## config.mk

```make
export PLATFORM = sky130hd
export DESIGN_NAME = ovpbo_protect
export DESIGN_NICKNAME = d
export VERILOG_FILES = /design/src/pkg/ovpbo_pkg.sv /design/src/rtl/ovpbo_protect.sv /design/src/rtl/ovpbo_window.sv
export SDC_FILE = /design/constraint.sdc
export NUM_CORES = 1
export LEC_CHECK = 0
export BUFFER_PORTS_ARGS = -buffer_cell sky130_fd_sc_hd__buf_2
export CORE_UTILIZATION = 55
export CTS_BUF_LIST = sky130_fd_sc_hd__clkbuf_4 sky130_fd_sc_hd__clkbuf_8
export CTS_CLUSTER_SIZE = 14
export DETAILED_ROUTE_END_ITERATION = 10
export PLACE_DENSITY = 0.77
export SYNTH_ARGS = -nofsm -noshare
export SYNTH_HDL_FRONTEND = slang
export SYNTH_SLANG_ARGS = --single-unit
```

## constraint.sdc

```tcl
create_clock -name clk_i -period 1.45 [get_ports clk_i]
set_clock_uncertainty 0.05 [all_clocks]
set_input_delay 0.2175 -clock clk_i [delete_from_list [all_inputs] [get_ports clk_i]]
set_output_delay 0.2175 -clock clk_i [all_outputs]
set_load 0.01 [all_outputs]
```

## src/pkg/ovpbo_pkg.sv

```systemverilog
// Constants and carrier types of the overvoltage and brownout protection logic
// Behaviour
// - Overvoltage comparator counts only in a 0.5 us window opening 2 us after turn-off.
// - Trip when auxiliary winding sense exceeds the 5 V reference inside the window.
// - Switching stops for overvoltage only after four consecutive tripped cycles.
// - Trip counter clears in any cycle whose window saw no trip.
// - Confirmed overvoltage shuts down and enables the 1 mA feedforward source.
// - Feedforward pin reaching 5 V plus two drops latches the device off.
// - Without latch, restart is allowed once supply has fallen below 5 V.
// - Mains-fail asserts if sense below 0.485 V before start or 0.45 V running.
// - While mains-fail is high, shut down, discharge soft-start, hold gate low.
// - Brownout shutdown does not latch; operation resumes on recovery.
// - When latched off, mains sense below 0.45 V clears the protection latch.
// - Latched-off state cycles the supply between start-up threshold and 0.5 V below; the logic turns hv_gen_on back on as soon as supply drops below start-up.
// - During brownout the start-up generator keeps running with no PWM; hv_gen_on stops at start-up and restarts only below restart level.
// - The 15 uA mains-sense sink is on exactly while mains-fail is high.
// - Protection latch clears on supply below undervoltage lockout threshold or on mains sense below 0.45 V.
package ovpbo_pkg;

    // ****************************************
    // Timing
    // ****************************************
    localparam int CLK_PERIOD_NS = 100;
    localparam int BLANK_DELAY_NS = 2000;
    localparam int WINDOW_LEN_NS = 500;
    localparam logic [4:0] BLANK_CYC =
        5'((BLANK_DELAY_NS + CLK_PERIOD_NS - 1) / CLK_PERIOD_NS);
    localparam logic [4:0] WINDOW_CYC = 5'(WINDOW_LEN_NS / CLK_PERIOD_NS);
    localparam logic [4:0] TIMER_RST = 5'h00;

    // ****************************************
    // Trip counter
    // ****************************************
    localparam logic [2:0] TRIP_TERMINAL = 3'h4;
    localparam logic [2:0] TRIP_RST = 3'h0;

    // ****************************************
    // Types
    // ****************************************
    typedef enum logic [1:0] {
        OVPBO_WAIT  = 2'b00,
        OVPBO_RUN   = 2'b01,
        OVPBO_OVP   = 2'b11,
        OVPBO_LATCH = 2'b10
    } ovpbo_state_e;

    typedef struct packed {
        logic aux_winding_sense;
        logic feedforward_latch;
        logic mains_above_on;
        logic mains_above_off;
        logic supply_at_startup;
        logic supply_below_restart;
        logic supply_below_uvlo;
    } ovpbo_sense_s;

    typedef struct packed {
        logic gate_enable;
        logic softstart_discharge;
        logic ff_source_on;
        logic mains_sink_on;
        logic hv_gen_on;
        logic mains_fail_flag;
        logic latched_off;
    } ovpbo_ctrl_s;

endpackage : ovpbo_pkg

```

## src/rtl/ovpbo_protect.sv

```systemverilog
// Overvoltage qualification and brownout sequencing top
module ovpbo_protect
    import ovpbo_pkg::*;
(
    input wire logic clk_i,
    input wire logic rst_i,
    input wire logic gate_off_i,
    input wire logic gate_on_i,
    input wire ovpbo_sense_s sense_i,
    output ovpbo_ctrl_s ctrl_o,
    output logic [2:0] trip_count_o
);

    // ****************************************
    // Window timer
    // ****************************************
    logic win_open;
    logic win_close;

    ovpbo_window u_window (
        .clk_i(clk_i),
        .rst_i(rst_i),
        .gate_off_i(gate_off_i),
        .gate_on_i(gate_on_i),
        .win_open_o(win_open),
        .win_close_o(win_close)
    );

    // ****************************************
    // Trip counting
    // ****************************************
    logic tripped_ff;
    logic [2:0] trip_ff;
    logic [2:0] nxt_trip;
    logic trip_seen;
    logic ovp_confirmed;

    function automatic logic [2:0] sat_inc(input logic [2:0] v);
        sat_inc = (v == TRIP_TERMINAL) ? v : 3'(v + 3'h1);
    endfunction : sat_inc

    assign trip_seen = tripped_ff || (win_open && sense_i.aux_winding_sense);
    assign nxt_trip = trip_seen ? sat_inc(trip_ff) : TRIP_RST;
    assign ovp_confirmed = (trip_ff == TRIP_TERMINAL);

    always_ff @(posedge clk_i) begin
        if (rst_i || win_close || gate_on_i) begin
            tripped_ff <= 1'b0;
        end else if (win_open && sense_i.aux_winding_sense) begin
            tripped_ff <= 1'b1;
        end
    end

    // ****************************************
    // Mains sense with hysteresis
    // ****************************************
    ovpbo_state_e state_ff;
    ovpbo_state_e nxt_state;
    logic fail_ff;
    logic nxt_fail;
    logic running;

    assign running = (state_ff == OVPBO_RUN);
    assign nxt_fail = running ? !sense_i.mains_above_off : !sense_i.mains_above_on;

    // ****************************************
    // Sequencer
    // ****************************************

    always_comb begin
        nxt_state = state_ff;
        case (state_ff)
            OVPBO_WAIT: begin
                if (!fail_ff && !nxt_fail) begin
                    nxt_state = OVPBO_RUN;
                end
            end
            OVPBO_RUN: begin
                if (nxt_fail) begin
                    nxt_state = OVPBO_WAIT;
                end else if (ovp_confirmed) begin
                    nxt_state = OVPBO_OVP;
                end
            end
            OVPBO_OVP: begin
                if (sense_i.feedforward_latch) begin
                    nxt_state = OVPBO_LATCH;
                end else if (sense_i.supply_below_restart) begin
                    nxt_state = OVPBO_WAIT;
                end
            end
            OVPBO_LATCH: begin
                if (sense_i.supply_below_uvlo || !sense_i.mains_above_off) begin
                    nxt_state = OVPBO_WAIT;
                end
            end
            default: begin
                nxt_state = OVPBO_WAIT;
            end
        endcase
    end

    // ****************************************
    // Supply cycling of the start-up generator
    // ****************************************
    logic hv_ff;
    logic nxt_hv;
    logic keep_alive;

    // Latched off: recharge at once below start-up so supply never reaches lockout
    assign keep_alive = sense_i.supply_below_restart || (nxt_state == OVPBO_LATCH);
    assign nxt_hv = sense_i.supply_at_startup ? 1'b0 :
                    (keep_alive ? 1'b1 : hv_ff);

    ovpbo_ctrl_s ctrl_ff;
    ovpbo_ctrl_s nxt_ctrl;
    logic nxt_run;

    assign nxt_run = (nxt_state == OVPBO_RUN);
    assign nxt_ctrl.gate_enable = nxt_run && !nxt_fail;
    assign nxt_ctrl.softstart_discharge = nxt_fail || (nxt_state == OVPBO_LATCH);
    assign nxt_ctrl.ff_source_on = (nxt_state == OVPBO_OVP);
    assign nxt_ctrl.mains_sink_on = nxt_fail;
    assign nxt_ctrl.hv_gen_on = nxt_run ? 1'b0 : nxt_hv;
    assign nxt_ctrl.mains_fail_flag = nxt_fail;
    assign nxt_ctrl.latched_off = (nxt_state == OVPBO_LATCH);

    always_ff @(posedge clk_i) begin
        if (rst_i) begin
            state_ff <= OVPBO_WAIT;
            trip_ff <= TRIP_RST;
            fail_ff <= 1'b1;
            hv_ff <= 1'b1;
            ctrl_ff <= '0;
        end else begin
            state_ff <= nxt_state;
            trip_ff <= (win_close && running) ? nxt_trip :
                       (running ? trip_ff : TRIP_RST);
            fail_ff <= nxt_fail;
            hv_ff <= nxt_hv;
            ctrl_ff <= nxt_ctrl;
        end
    end

    assign ctrl_o = ctrl_ff;
    assign trip_count_o = trip_ff;

endmodule : ovpbo_protect

```

## src/rtl/ovpbo_window.sv

```systemverilog
// Blanking delay and sampling window timer after each gate turn-off
module ovpbo_window
    import ovpbo_pkg::*;
(
    input wire logic clk_i,
    input wire logic rst_i,
    input wire logic gate_off_i,
    input wire logic gate_on_i,
    output logic win_open_o,
    output logic win_close_o
);

    logic [4:0] cnt_ff;
    logic active_ff;
    logic open_ff;
    logic close_ff;
    logic [4:0] nxt_cnt;
    logic at_open;
    logic at_close;

    assign at_open = active_ff && (cnt_ff == BLANK_CYC);
    assign at_close = active_ff && (cnt_ff == 5'(BLANK_CYC + WINDOW_CYC));
    assign nxt_cnt = gate_off_i ? TIMER_RST : 5'(cnt_ff + 5'h01);

    always_ff @(posedge clk_i) begin
        if (rst_i || gate_on_i) begin
            cnt_ff <= TIMER_RST;
            active_ff <= 1'b0;
            open_ff <= 1'b0;
            close_ff <= 1'b0;
        end else begin
            cnt_ff <= (gate_off_i || active_ff) ? nxt_cnt : cnt_ff;
            active_ff <= gate_off_i || (active_ff && !at_close);
            open_ff <= (open_ff || at_open) && !at_close && !gate_off_i;
            close_ff <= at_close && !gate_off_i;
        end
    end

    assign win_open_o = open_ff;
    assign win_close_o = close_ff;

endmodule : ovpbo_window
```

Word-level counts from Yosys, hierarchy flattened
Index checks and enable logic that the tools add are counted.

$add $sub $neg: 2. Equality and inequality tests: 11. Muxes and demuxes: 15. Reductions and logical operators: 29.

Operators by type and width (number): $mux W2 (6); $mux W3 (4); $eq A5 B5 Y1 const B (2); $logic_and A1 B1 Y1 (10); $logic_or A1 B1 Y1 (10); $eq A2 B2 Y1 const B (4); $pmux W2 S4 (1); $logic_not A1 Y1 (6); $add A5 B1 Y5 const B (1); $mux W5 (1); $eq A2 B1 Y1 const B (2); $add A3 B1 Y3 const B (1); $eq A3 B3 Y1 const B (1); $mux W1 (3); $ne A3 B3 Y1 const B (1); $logic_not A2 Y1 (1); $ne A2 B1 Y1 const B (1); $reduce_and A2 Y1 (1); $reduce_or A2 Y1 (1).

Flip-flop bits (word level): 22. Output and inout bits: 10.

Logic depth before layout (Yosys ltp)
Gate-level depths: netlist (run 1).

Depth after elaboration: 10. Gate-level depth with buffers: 6.

Modules after synthesis
Synthesis (run 1) repeated with hierarchy kept, for this count alone.

Cells, all modules: 101. Area total of the unflattened synthesis: 955.9 µm².

By module, submodules not included: ovpbo_protect (times used 1, cells an instance 63, area each 594.3 µm²); ovpbo_window (times used 1, cells an instance 38, area each 361.6 µm²).

Least setup slack after synthesis (run 1)
No wires, ideal clock.

Path kind: reg2reg. Start point: register trip_ff[0] (netlist: trip_count_o[0]). End point: register ctrl_ff, in the netlist ctrl_o[6]. Data arrival time: 1175 ps. Setup slack: 165 ps. Cell stages (with the launch flop): 7. Path buffers: 0. Path through: dfxtp_1 > inv_1 > ha_1 > nand2_1 > nor2_1 > nor2_1 > and3_1.

Word-level cells in the longest chain between the ends: 6.

Ends and longest elaborated chain: start: declaration (RTL line ovpbo_protect.sv:33) `logic [2:0] trip_ff;`; start signal: assignment (RTL line ovpbo_protect.sv:137) `trip_ff <= (win_close && running) ? nxt_trip :`; $eq A3 B3 Y1 (RTL line ovpbo_protect.sv:44) `assign ovp_confirmed = (trip_ff == TRIP_TERMINAL);`; $mux W2 (RTL line ovpbo_protect.sv:81) `end else if (ovp_confirmed) begin`; $mux W2 (RTL line ovpbo_protect.sv:79) `if (nxt_fail) begin`; $pmux W2 S4 (RTL line ovpbo_protect.sv:72) `case (state_ff)`; $eq A2 B1 Y1 (RTL line ovpbo_protect.sv:119) `assign nxt_run = (nxt_state == OVPBO_RUN);`; $logic_and A1 B1 Y1 (RTL line ovpbo_protect.sv:120) `assign nxt_ctrl.gate_enable = nxt_run && !nxt_fail;`; end signal: assignment (RTL line ovpbo_protect.sv:141) `ctrl_ff <= nxt_ctrl;`; end: declaration (RTL line ovpbo_protect.sv:115) `ovpbo_ctrl_s ctrl_ff;`.

Every way passes these cells. A chain may end at the register's enable or synchronous reset.

Final worst setup path (run 1)
Start point: register state_ff[0]. End point: register ctrl_ff, in the netlist ctrl_o[6].

Word-level cells in the longest chain between the ends: 8.

Ends and longest elaborated chain: start: declaration (RTL line ovpbo_protect.sv:57) `ovpbo_state_e state_ff;`; start signal: assignment (RTL line ovpbo_protect.sv:136) `state_ff <= nxt_state;`; $eq A2 B1 Y1 (RTL line ovpbo_protect.sv:63, ovpbo_protect.sv:72); $mux W1 (RTL line ovpbo_protect.sv:64) `assign nxt_fail = running ? !sense_i.mains_above_off : !sense_i.mains_above_on;`; $logic_not A1 Y1 (RTL line ovpbo_protect.sv:74, ovpbo_protect.sv:120); $logic_and A1 B1 Y1 (RTL line ovpbo_protect.sv:74) `if (!fail_ff && !nxt_fail) begin`; $mux W2 (RTL line ovpbo_protect.sv:74); $pmux W2 S4 (RTL line ovpbo_protect.sv:72); $eq A2 B1 Y1 (RTL line ovpbo_protect.sv:119); $logic_and A1 B1 Y1 (*) (RTL line ovpbo_protect.sv:120).

Every way passes the cells marked *; elsewhere a longest branch is shown, timed or not.

==> results of run 1 <==
-- worst paths after layout --
kind / end / depth (start not counted) / slack (ns)
min: u_window.active_ff / 2 / 0.04
max: ctrl_o[6] / 4 / 0.08
min reg2reg: tripped_ff / 1 / 0.45
max reg2reg: ctrl_o[6] / 4 / 0.08
-- metrics by stage --
step,area (um^2),setup slack (ns),hold slack (ns),std cells
after CTS,1130,0.0793,0.0355,146
after global routing,1150,0.0234,0.0261,146
after detailed placement,1100,0.107,0.371,142
final,1150,0.0787,0.0444,146
after floorplan,967,0.165,0.239,106
after global placement,1100,0.148,0.366,142
-- synthesized netlist by cell type --
| master | count | area, um^2 |
|---|---|---|
| sky130_fd_sc_hd__a2111oi_0 | 1 | 8.76 |
| sky130_fd_sc_hd__a21o_1 | 1 | 7.51 |
| sky130_fd_sc_hd__a21oi_1 | 6 | 30.0 |
| sky130_fd_sc_hd__a22oi_1 | 1 | 7.51 |
| sky130_fd_sc_hd__and3_1 | 2 | 12.5 |
| sky130_fd_sc_hd__buf_4 | 1 | 7.51 |
| sky130_fd_sc_hd__clkbuf_1 | 3 | 11.3 |
| sky130_fd_sc_hd__dfxtp_1 | 22 | 440 |
| sky130_fd_sc_hd__ha_1 | 5 | 62.6 |
| sky130_fd_sc_hd__inv_1 | 6 | 22.5 |
| sky130_fd_sc_hd__mux2i_1 | 2 | 20.0 |
| sky130_fd_sc_hd__nand2_1 | 7 | 26.3 |
| sky130_fd_sc_hd__nand2b_1 | 2 | 12.5 |
| sky130_fd_sc_hd__nand3b_1 | 1 | 7.51 |
| sky130_fd_sc_hd__nand4_1 | 3 | 18.8 |
| sky130_fd_sc_hd__nand4b_1 | 1 | 8.76 |
| sky130_fd_sc_hd__nor2_1 | 13 | 48.8 |
| sky130_fd_sc_hd__nor2_2 | 1 | 6.26 |
| sky130_fd_sc_hd__nor2b_1 | 3 | 18.8 |
| sky130_fd_sc_hd__nor3_1 | 5 | 25.0 |
| sky130_fd_sc_hd__nor3b_1 | 2 | 15.0 |
| sky130_fd_sc_hd__nor3b_2 | 1 | 12.5 |
| sky130_fd_sc_hd__nor4_1 | 1 | 6.26 |
| sky130_fd_sc_hd__o21ai_0 | 2 | 10.0 |
| sky130_fd_sc_hd__o21ai_2 | 3 | 26.3 |
| sky130_fd_sc_hd__o221ai_2 | 1 | 15.0 |
| sky130_fd_sc_hd__o31ai_1 | 1 | 7.51 |
| sky130_fd_sc_hd__o32ai_1 | 1 | 8.76 |
| sky130_fd_sc_hd__or2_2 | 2 | 12.5 |
| sky130_fd_sc_hd__or3_1 | 1 | 6.26 |
| sky130_fd_sc_hd__or3b_1 | 1 | 8.76 |
| sky130_fd_sc_hd__xnor2_1 | 1 | 8.76 |
| sky130_fd_sc_hd__xor2_1 | 3 | 26.3 |
-- power by group --
| part | internal [mW] | leakage, nW | switching, mW | total, mW |
|---|---|---|---|---|
| Clock | 0.153 | 0.0210 | 0.181 | 0.334 |
| Combinational | 0.0401 | 0.284 | 0.0492 | 0.0893 |
| Sequential | 0.619 | 0.179 | 0.00838 | 0.627 |
-- area by class of cell --
| type | instances | area [um^2] | area share |
|---|---|---|---|
| well taps | 16 | 20.0 | 0.0174 |
| clock buffers | 4 | 36.3 | 0.0316 |
| inverters | 6 | 22.5 | 0.0196 |
| multi-input cells | 74 | 498 | 0.434 |
| flip-flops and latches | 22 | 440 | 0.384 |
| repair buffers | 24 | 130 | 0.113 |
-- cells by family (layout without fill, tap and decap cells) --
family | Yosys count | count (layout)
AND/OR/NAND/NOR | 46 | 46
flip-flops | 22 | 22
buffers and inverters | 10 | 34
multiplexers | 2 | 2
XOR/XNOR | 4 | 4
AO/OA/AOI/OAI | 17 | 17
adder cells (fa/ha/maj) | 5 | 5
-- worst max-delay path: stages, from the launching register on --
cell and delay, ns:
sky130_fd_sc_hd__dfxtp_1 0.46, sky130_fd_sc_hd__or3b_1 0.42, sky130_fd_sc_hd__o221ai_2 0.12, sky130_fd_sc_hd__nor2_2 0.06
sky130_fd_sc_hd__and3_1 0.17
-- registers in the layout, summed over array words and instances (netlist names), 2 cells and up --
| register | flops |
|---|---|
| ctrl_o | 6 |
| state_ff | 2 |
| trip_count_o | 3 |
| u_window.cnt_ff | 5 |
-- what timing repair did --
action,CTS,global route
gates resized for setup,0,4
setup endpoints to repair,0,4
buffers inserted,0,0
-- routing by layer --
| metal | vias up | share of wire |
|---|---|---|
| li1 | 412 | - |
| met1 | 377 | 0.49 |
| met2 | 17 | 0.47 |
| met3 | 2 | 0.036 |
| met4 | 0 | 0.0056 |
| met5 | - | 0 |
==> results.md, run 1 <==
GRT:
- The first-pass GRT wire length is 2990 um.
- The pin count of the biggest net entering global routing is 16.
- The met2 layer usage reported by global route is 0.307.
- After global routing the overflow that remains totals 0.
- The initial antenna violation count is 0.
- In the global route stage, overall resource usage came out at 0.207.
- For this run, global-route usage on met1 was measured as 0.284.
- The met3 routing resource usage after global routing is 0.0542.
- The layer flagged by global routing as most heavily used is met2.
- The number of global-route vias before repair is 743.

Synthesis:
- For this run, the register share of the synthesized area comes to 0.455.
- Synthesis produced a netlist with a net count of 122.
- Of the total synthesized cell area, the portion taken by AND, OR, NAND and NOR gates is 0.255.
- During synthesis, Yosys emitted a total of 0 warnings.
- After synthesis, the mean cell area works out to 9.12 um^2.
- The xor-xnor portion of the synthesized cell area is 0.0362.
- After synthesis the netlist holds a flip-flop and latch count of 22.
- The post-synthesis cell count is 106.
- The proportion of synthesized area in mux cells is 0.0207.
- The count of distinct cell types in the synthesized netlist is 33.
- The cell area after synthesis is 967 um^2.
- The area fraction in compound gates after synthesis was 0.125.
- The main combinational cell family by area after synthesis is simple AND/OR/NAND/NOR gates.
- The post-synthesis adder-cell area fraction is 0.0647.

Worst setup path:
- The path type of the worst setup path is flip-flop to flip-flop.
- The nature of the critical path endpoint is a flip-flop.
- In this run the worst path has a maximum fanout of 7.
- The origin of the critical flop-to-flop path is state_ff[0].
- The type of element launching the critical path is a flip-flop.
- The required time of the critical path is 1.61 ns.
- STA puts the critical path data arrival time at 1.53 ns.
- The critical path starts at state_ff[0].

Floorplanning:
- The number of ports placed on the die boundary is 21.
- The die is 43.9 um tall.
- The initialized floorplan defines 14 standard-cell rows.
- The placeable core region is 1580 um^2.
- In this run the horizontal extent of the chip is 43.9 um.
- The floorplan step defined a die boundary enclosing 1930 um^2.
- The starting density of the core is 0.613.

Final layout:
- The most common cell after layout, fill and taps aside is sky130_fd_sc_hd__dfxtp_1.
- The fraction of layout instances using a drive strength above 1 is 0.300.
- The post-layout net count is 147.
- The number of fillers in the final layout is 134.
- The final core utilization is 0.728.
- 0 antenna diodes ended up in the layout.
- In the layout the commonest cells are sky130_fd_sc_hd__dfxtp_1 (22), sky130_fd_sc_hd__buf_2 (20), sky130_fd_sc_hd__nor2_1 (11).
- The post-synthesis to final-layout area growth is 18.6%.

Route:
- The post-detailed-route via-to-cell ratio is 5.53.
- The length of the first detailed-routing pass in iterations is 6.
- The per-cell routed wire length is 12.3 um.
- The number of DRC violations after detailed-routing iteration 0 is 32.
- In the routed design, unresolved DRC markers number 0.
- The via count is 808.
- The number of nets with antenna violations after detailed routing is 0.
- After detailed routing, the total wire length is 1790 um.

Power and ir drop:
- Power comes to 1.05 mW.
- Power spread over the standard cell area amounts to 916 nW/um^2.
- The cell leakage power is 0.484 nW.
- The worst vdd rail ir drop is 0.000699 V.

Min path:
- The hold path startpoint is gate_on_i.
- The min-delay analysis places its worst path in the category input port to flip-flop.

Outcome:
- The flow ran to the end, and the final reports show no timing, DRC or antenna violations.

Clock tree:
- In this run, post-CTS hold repair placed 0 buffers.
- The total number of H-tree levels is 1.
- For the worst-skew pair, the clock arrives at the later sink with an insertion delay of 0.30 ns.
- The CTS tree is yes.
- In this run, CTS created clock tree buffers numbering 3.
- The tree is rooted in a sky130_fd_sc_hd__clkbuf_4.
- The clock-pin slew of the registers on the worst-case setup and hold paths is 0.12 ns.
- Counting along the longest clock path gives a buffer depth of 2.
- The tree built by TritonCTS fans out to 22 sinks.

STA:
- At the pin with the least slew margin, the transition time is 0.303 ns.
- The minimum period implied by the final worst setup slack is 1.37 ns.
- The fmax is 729 MHz.
- Of the available clock period, the critical path in the final layout requires 0.946.
- The setup TNS is 0 ns.
- The worst slew margin relative to its limit is 0.793.
- The number of endpoints failing setup at the final stage is 0.
- The final hold violation count is 0.
- The max-slew violation total from the final report is 0.
- Setup repair after global routing left no endpoint under its margin.

Job:
- Across the run, the number of max-cap violations was 0.

Place:
- The count of input and output buffers is 20.
- The routability congestion estimate from global placement is 0.846.
- Detailed placement ended at an HPWL of 1360 um.
Power figures use the tool's default switching activity.
==> inputs of run 2 (changes only) <==
Settings changed: SETUP_SLACK_MARGIN set to 0.5.
Clock period 1.45 ns to 1.5 ns, I/O delays scaled along.
==> run 2 against run 1 <==
  * The flow now finishes with violations (DRC)
  * Setup slack better by 0.087 ns
  * Critical path depth is the same
  * Routed wire length grew 62%
  * Critical endpoint unchanged
  * Largest cell class unchanged
  * Largest power group unchanged
==> results.md, run 2 (synthesis results as in run 1) <==
Clock tree:
- The number of buffers on the longest clock path is 2.
- TritonCTS built the clock tree.
- The total number of H-tree levels is 1.
- Buffers inserted to repair hold after CTS numbered 0.
- The number of clock buffers added by TritonCTS is 3.
- Clock-pin slew was measured on the worst setup and hold paths at 0.13 ns.
- The number of sinks on the clock net is 22.
- The clock network latency to the later pin of the worst-skew pair is 0.31 ns.
- The cell sitting at the root of the clock tree is a sky130_fd_sc_hd__clkbuf_4.

GRT:
- The total congestion overflow after global routing is 0.
- The first-pass GRT wire length is 3670 um.
- The number of global-route vias before repair came to 817.
- The initial antenna violation count is 0.
- Entering global routing, the biggest net connects 16 pins.
- Across every metal layer, demand over resource in global routing totals 0.269.

Power and ir drop:
- VDD sags by at most 0.000595 V.
- The analysis attributes to cell leakage a power of 0.546 nW.
- In this run the power density over the cells is 705 nW/um^2.

Route:
- The detail route stage leaves a number of antenna-violating nets equal to 0.
- For this block, the initial DRC count from the detailed router was 16.
- In the routed design, unresolved DRC markers number 3.
- In the routed layout, each cell is associated on average with a via count of 6.01.
- The routed layout has 913 vias.
- The first TritonRoute pass finished after 8 iterations.
- In the final routed layout, each cell accounts on average for 19.1 um.
- The final wirelength is 2900 um.

Final layout:
- The count of inserted antenna diode cells is 0.
- The fraction of layout instances using a drive strength above 1 is 0.603.
- The most common cell after layout, fill and taps aside is sky130_fd_sc_hd__buf_2.
- Leaving out fill and tap cells, the most frequent cells in the layout are sky130_fd_sc_hd__buf_2 (14), sky130_fd_sc_hd__dfxtp_1 (12), sky130_fd_sc_hd__nor2_1 (10).
- The flip-flop count of the largest register after layout is 6.
- The post-layout net count is 153.
- The number of fillers in the final layout is 55.
- From synthesis to final layout, the design area changed by 51.7%.
- The cell area after layout is 1470 um^2.

Place:
- In this run the cell area measured after placement is 1160 um^2.
- The congestion estimate from routability-driven global placement came to 0.814.
- Detailed placement ended at an HPWL of 1350 um.
- The count of input and output buffers is 20.

STA:
- Static timing analysis puts the maximum clock frequency at 749 MHz.
- The max-slew violation total from the final report is 0.
- The transition at the pin with the smallest max-transition slack is 0.317 ns.
- The final hold violation count is 0.
- Summed over all failing endpoints, the final setup total negative slack is 0 ns.
- The minimum period implied by the final worst setup slack is 1.33 ns.
- The number of endpoints failing setup at the final stage is 0.
- The part of the cycle the worst path needs is 0.890.
- Setup repair after global routing could not meet its margin everywhere.
- The worst slew margin relative to its limit is 0.787.

Min path:
- The worst min-delay path category is input port to flip-flop.
- The startpoint identified for the worst hold timing path is gate_on_i.
- The worst hold path was traced through 2 stages.
- The sink of the worst hold path is u_window.active_ff.

Worst setup path:
- The required time of the critical path is 1.66 ns.
- The reg-to-reg critical path endpoint is ctrl_o[6].
- STA classifies the critical path endpoint as a flip-flop.
- The critical path is of the flip-flop to flip-flop type.
- The master of the slowest instance on the critical path is sky130_fd_sc_hd__or3b_4.
- STA classifies the critical path startpoint as a flip-flop.
- The signal on the critical path passes through or3b_4 -> o221ai_4 -> nor2_2 -> and3_1.
- Together, buffers and inverters on the worst path number 0.
- In this design, the largest share of critical-path delay is due to simple AND/OR/NAND/NOR gates.
- The reg-to-reg setup timing slack is 0.17 ns.
- The highest cell delay on the worst timing path is 0.43 ns.
- The worst register-to-register path has a depth of 4.
- The worst register-to-register path begins at state_ff[0].
- Of all nets on the critical path, the largest fanout is 7.
- The data arrival time of the critical path is 1.50 ns.

Floorplanning:
- The floorplan step defined a die boundary enclosing 1930 um^2.
- The total number of placement rows is 14.
- The initial utilization of the core area, before any placement, comes to 0.613.
- For this design the top-level I/O count stands at 21.
- The placeable core region is 1580 um^2.
- The die boundary height is 43.9 um.
- The die is 43.9 um wide.

Job:
- The tool flagged a number of max-cap violations equal to 0.

Outcome:
- The run finished, with violations left.
- The checks that failed: DRC.
## run 2: cell types whose count changed in the layout (fill, tap and decap cells not counted), moves of 5 or more
cell                      before  now
sky130_fd_sc_hd__buf_2        20   14
sky130_fd_sc_hd__buf_6         0    8
sky130_fd_sc_hd__dfxtp_1      22   12
sky130_fd_sc_hd__dfxtp_2       0    6
sky130_fd_sc_hd__ha_1          5    0
sky130_fd_sc_hd__ha_4          0    5
## run 2: through the flow
stage | utilization | setup WS (ns) | hold slack, ns | cells | power [mW]
after floorplan | - | 0.302 | 0.239 | 106 | 0.670
after global placement | 0.733 | 0.220 | 0.387 | 139 | 0.703
after detailed placement | 0.733 | 0.182 | 0.396 | 139 | 0.705
after CTS | 0.858 | 0.240 | 0.0614 | 149 | 1.00
after global routing | 0.931 | 0.121 | 0.0473 | 152 | 1.07
final | 0.931 | 0.165 | 0.0681 | 152 | 1.03
## run 2: cell type report
class / count / area (um^2) / share of cell area
inverter: 6 / 25.0 / 0.0171
timing repair buffer: 30 / 233 / 0.159
sequential: 22 / 463 / 0.315
clock buffer: 4 / 30.0 / 0.0205
tap: 16 / 20.0 / 0.0136
multi-input combinational: 74 / 697 / 0.475
## run 2: worst max-delay path by stage
stage / to / start / cells after the start / slack [ns]
final: ctrl_o[6] / state_ff[0] / 4 / 0.17
after detailed placement: ctrl_o[4] / state_ff[1] / 4 / 0.18
after floorplan: ctrl_o[6] / state_ff[0] / 4 / 0.30
after CTS: ctrl_o[6] / state_ff[0] / 4 / 0.24
after global placement: ctrl_o[0] / state_ff[1] / 4 / 0.22
after global routing: ctrl_o[6] / state_ff[0] / 4 / 0.12
## run 2: metal layers
metal,vias up,GRT usage,share of wire
li1,425,-,-
met1,436,0.320,0.39
met2,38,0.472,0.53
met3,14,0.0458,0.045
met4,0,0.121,0.038
met5,-,0,0
## run 2: where the power goes
group          switching [mW]  leakage, nW  internal, mW
clock                   0.182       0.0184         0.122
sequential             0.0152        0.185         0.594
combinational          0.0663        0.343        0.0554
## run 2: what timing repair did
action                     4_1_cts  5_1_grt
gates cloned                     0        0
setup buffers                    6        3
pin swaps                        9        8
gates resized for setup         22       21
setup endpoints to repair       28       30
==> inputs of run 3 (changes only) <==
Settings changed: PLACE_DENSITY 0.77 to not set, PLACE_DENSITY_LB_ADDON set to 0.12.
==> run 3 against run 2 <==
  * The flow now finishes without violations
  * Worst hold slack better by 0.0039 ns
  * Utilization fell by 6.0 points
  * Count of clock-buffer cells in the layout fell by 1
  * Via count shrank 7.0%
  * Power decreased by 5.9%
  * Critical path depth unchanged
  * Die area is the same
  * Largest cell class unchanged
  * Sequential cell count unchanged
  * Global-route usage down 3.0 points
  * Largest power group unchanged
  * Clock power fell by 15%
  * First-iteration DRC count is 19% lower
  * Non-clock buffer count down 4
==> results.md, run 3 (synthesis results as in run 1) <==
STA:
- The setup slack of the critical path after layout is 0.238 ns.
- The transition at the pin with the smallest max-transition slack is 0.309 ns.
- The worst path needs 1.26 ns of the cycle, external delays included.
- The max-slew violation total from the final report is 0.
- Static timing analysis puts the maximum clock frequency at 792 MHz.
- Measured against its own limit, the worst slew margin works out to 0.794.
- Setup repair after global routing could not meet its margin everywhere.
- The worst slack on hold paths is 0.0720 ns.
- The final hold violation count is 0.
- The part of the cycle the worst path needs is 0.841.
- The setup TNS is 0 ns.
- The number of endpoints failing setup at the final stage is 0.

Worst setup path:
- The nature of the critical path endpoint is a flip-flop.
- The maximum fanout along the worst path is 5.
- The path type of the worst setup path is flip-flop to flip-flop.
- STA puts the critical path data required time at 1.68 ns.
- The worst setup path is launched from a flip-flop.
- The data arrival time of the critical path is 1.44 ns.

Final layout:
- The final standard cell count with taps included and fillers excluded is 147.
- The sequential cells in the finished layout cover a total of 464 um^2.
- The most common cell after layout, fill and taps aside is sky130_fd_sc_hd__buf_2.
- The number of antenna diodes in the final layout is 0.
- The fraction of layout instances using a drive strength above 1 is 0.542.
- Relative to the synthesized area, the layout overhead comes to 41.9%.
- The flip-flop count of the largest register after layout is 6.
- The area used by multi-input combinational logic is 646 um^2.
- In the layout the commonest cells are sky130_fd_sc_hd__buf_2 (13), sky130_fd_sc_hd__dfxtp_1 (11), sky130_fd_sc_hd__nor2_1 (10).
- The post-layout net count is 149.
- After filler insertion, the fill cell instance count of the layout stands at 90.

Clock tree:
- In this run, CTS created clock tree buffers numbering 3.
- No sink is reached through more buffers than the 2 on the longest clock path.
- Clock tree synthesis selected as its root buffer the cell sky130_fd_sc_hd__clkbuf_4.
- TritonCTS built the clock tree.
- The quantity of hold-fixing buffers added after cts is 0.
- The clock network latency to the later pin of the worst-skew pair is 0.30 ns.
- Clock-pin slew was measured on the worst setup and hold paths at 0.11 ns.
- The number of sinks on the clock net is 22.
- CTS built an H-tree with a depth of 1.

Route:
- The per-cell routed wire length is 15.2 um.
- The count of nets left with antenna violations once routing finished came out at 0.
- For this run, design rule violations remaining after detail routing come to 0.
- The first detailed-routing pass ran for 6 iterations.
- The final wirelength is 2240 um.
- The final route contains 849 vias.
- The number of DRC violations after detailed-routing iteration 0 is 13.
- Using the TritonRoute via totals, the vias-per-cell ratio works out to 5.78.

Power and ir drop:
- The fraction of power consumed by sequential logic is 0.622.
- The cell leakage power is 0.514 nW.
- The share of total power dissipated in combinational logic is 0.114.
- The post-route total power is 973 uW.
- IR analysis of the VDD net gives a maximum drop of 0.000600 V.
- Of the total power, the clock network draws 0.264.
- The internal power summed over all cells is 741 uW.
- The proportion of total power due to net switching is 0.239.
- The reported net switching power is 232 uW.
- For this design the ratio of total power to cell area is 709 nW/um^2.

Floorplanning:
- In this run the standard cell core region covers 1580 um^2.
- The starting density of the core is 0.613.
- The floorplan step defined a die boundary enclosing 1930 um^2.
- The floorplan has 14 rows.
- The die boundary height is 43.9 um.
- The number of ports placed on the die boundary is 21.
- In this run the horizontal extent of the chip is 43.9 um.

GRT:
- The initial antenna violation count was 0.
- Entering global routing, the biggest net connects 16 pins.
- The overall global routing resource usage is 0.239.
- The first global-routing pass estimated 3260 um of wire.
- Global routing finished with a remaining overflow of 0.
- The number of global-route vias before repair came to 784.

Min path:
- The worst hold path belongs to the class input port to flip-flop.

Place:
- At the end of routability-driven placement, the weighted congestion stood at 0.832.
- Once placement completed, the tool counted placed cells totaling 139.
- Before CTS, the worst setup slack after placement is 0.192 ns.
- After legalization and detailed placement, the total HPWL measured 1330 um.
- The count of input and output buffers is 20.

Outcome:
- The flow ran to the end, and the final reports show no timing, DRC or antenna violations.

Job:
- The number of maximum-capacitance violations is 0.
run 3: changes by cell type in the layout (fill, tap and decap cells not counted), moves of 2 or more:
| cell | change |
|---|---|
| sky130_fd_sc_hd__o21ai_4 | -2 |
| sky130_fd_sc_hd__o21ai_2 | +2 |
| sky130_fd_sc_hd__nor3_1 | +2 |
| sky130_fd_sc_hd__buf_4 | -2 |
| sky130_fd_sc_hd__a21oi_1 | +3 |
| sky130_fd_sc_hd__a21oi_2 | -3 |
| sky130_fd_sc_hd__nor3_2 | -2 |
run 3: power by group through the flow:
stage | registers (mW) | logic (mW) | clock network, mW
2_1_floorplan | 0.619 | 0.0507 | 0
3_3_place_gp | 0.618 | 0.0844 | 0
3_5_place_dp | 0.619 | 0.0863 | 0
4_1_cts | 0.605 | 0.0993 | 0.269
5_1_grt | 0.607 | 0.119 | 0.288
6_report | 0.606 | 0.111 | 0.257
run 3: critical path, stage by stage (launching register included):
cell and delay [ns]:
sky130_fd_sc_hd__dfxtp_4 0.38, sky130_fd_sc_hd__or3b_4 0.40, sky130_fd_sc_hd__o221ai_4 0.09, sky130_fd_sc_hd__o21ai_2 0.08
sky130_fd_sc_hd__a21oi_1 0.18
run 3: per-stage QoR:
stage | area [um^2] | utilization
global route | 1370 | 0.871
global placement | 1160 | 0.733
detailed placement | 1160 | 0.733
CTS | 1320 | 0.840
floorplan | 1050 | -
finish | 1370 | 0.871
run 3: final timing paths:
| check | startpoint | slack (ns) | endpoint | cells after the start |
|---|---|---|---|---|
| max reg2reg | state_ff[0] | 0.24 | ctrl_o[2] | 4 |
| min | gate_on_i | 0.07 | u_window.active_ff | 2 |
| min reg2reg | u_window.win_open_o | 0.50 | u_window.win_open_o | 2 |
| max | state_ff[0] | 0.24 | ctrl_o[2] | 4 |
run 3: layout make-up:
type	count	area share
Multi-Input combinational cell	74	0.470
Sequential cell	22	0.338
Timing Repair Buffer	26	0.140
Inverter	6	0.0201
Clock buffer	3	0.0164
Tap cell	16	0.0146
run 3: layer usage:
layer / wire length [um] / share of wire / global-route usage / up-vias
met5: 0 / 0 / 0 / -
li1: - / - / - / 420
met2: 1110 / 0.50 / 0.394 / 27
met4: 59 / 0.026 / 0.115 / 0
met1: 968 / 0.43 / 0.291 / 397
met3: 100 / 0.045 / 0.0625 / 5
run 3: timing repair:
action	in CTS	in global routing
buffers inserted	4	1
pin swaps	4	7
gates resized for setup	23	12
hold endpoints to repair	0	0
setup endpoints to repair	29	30
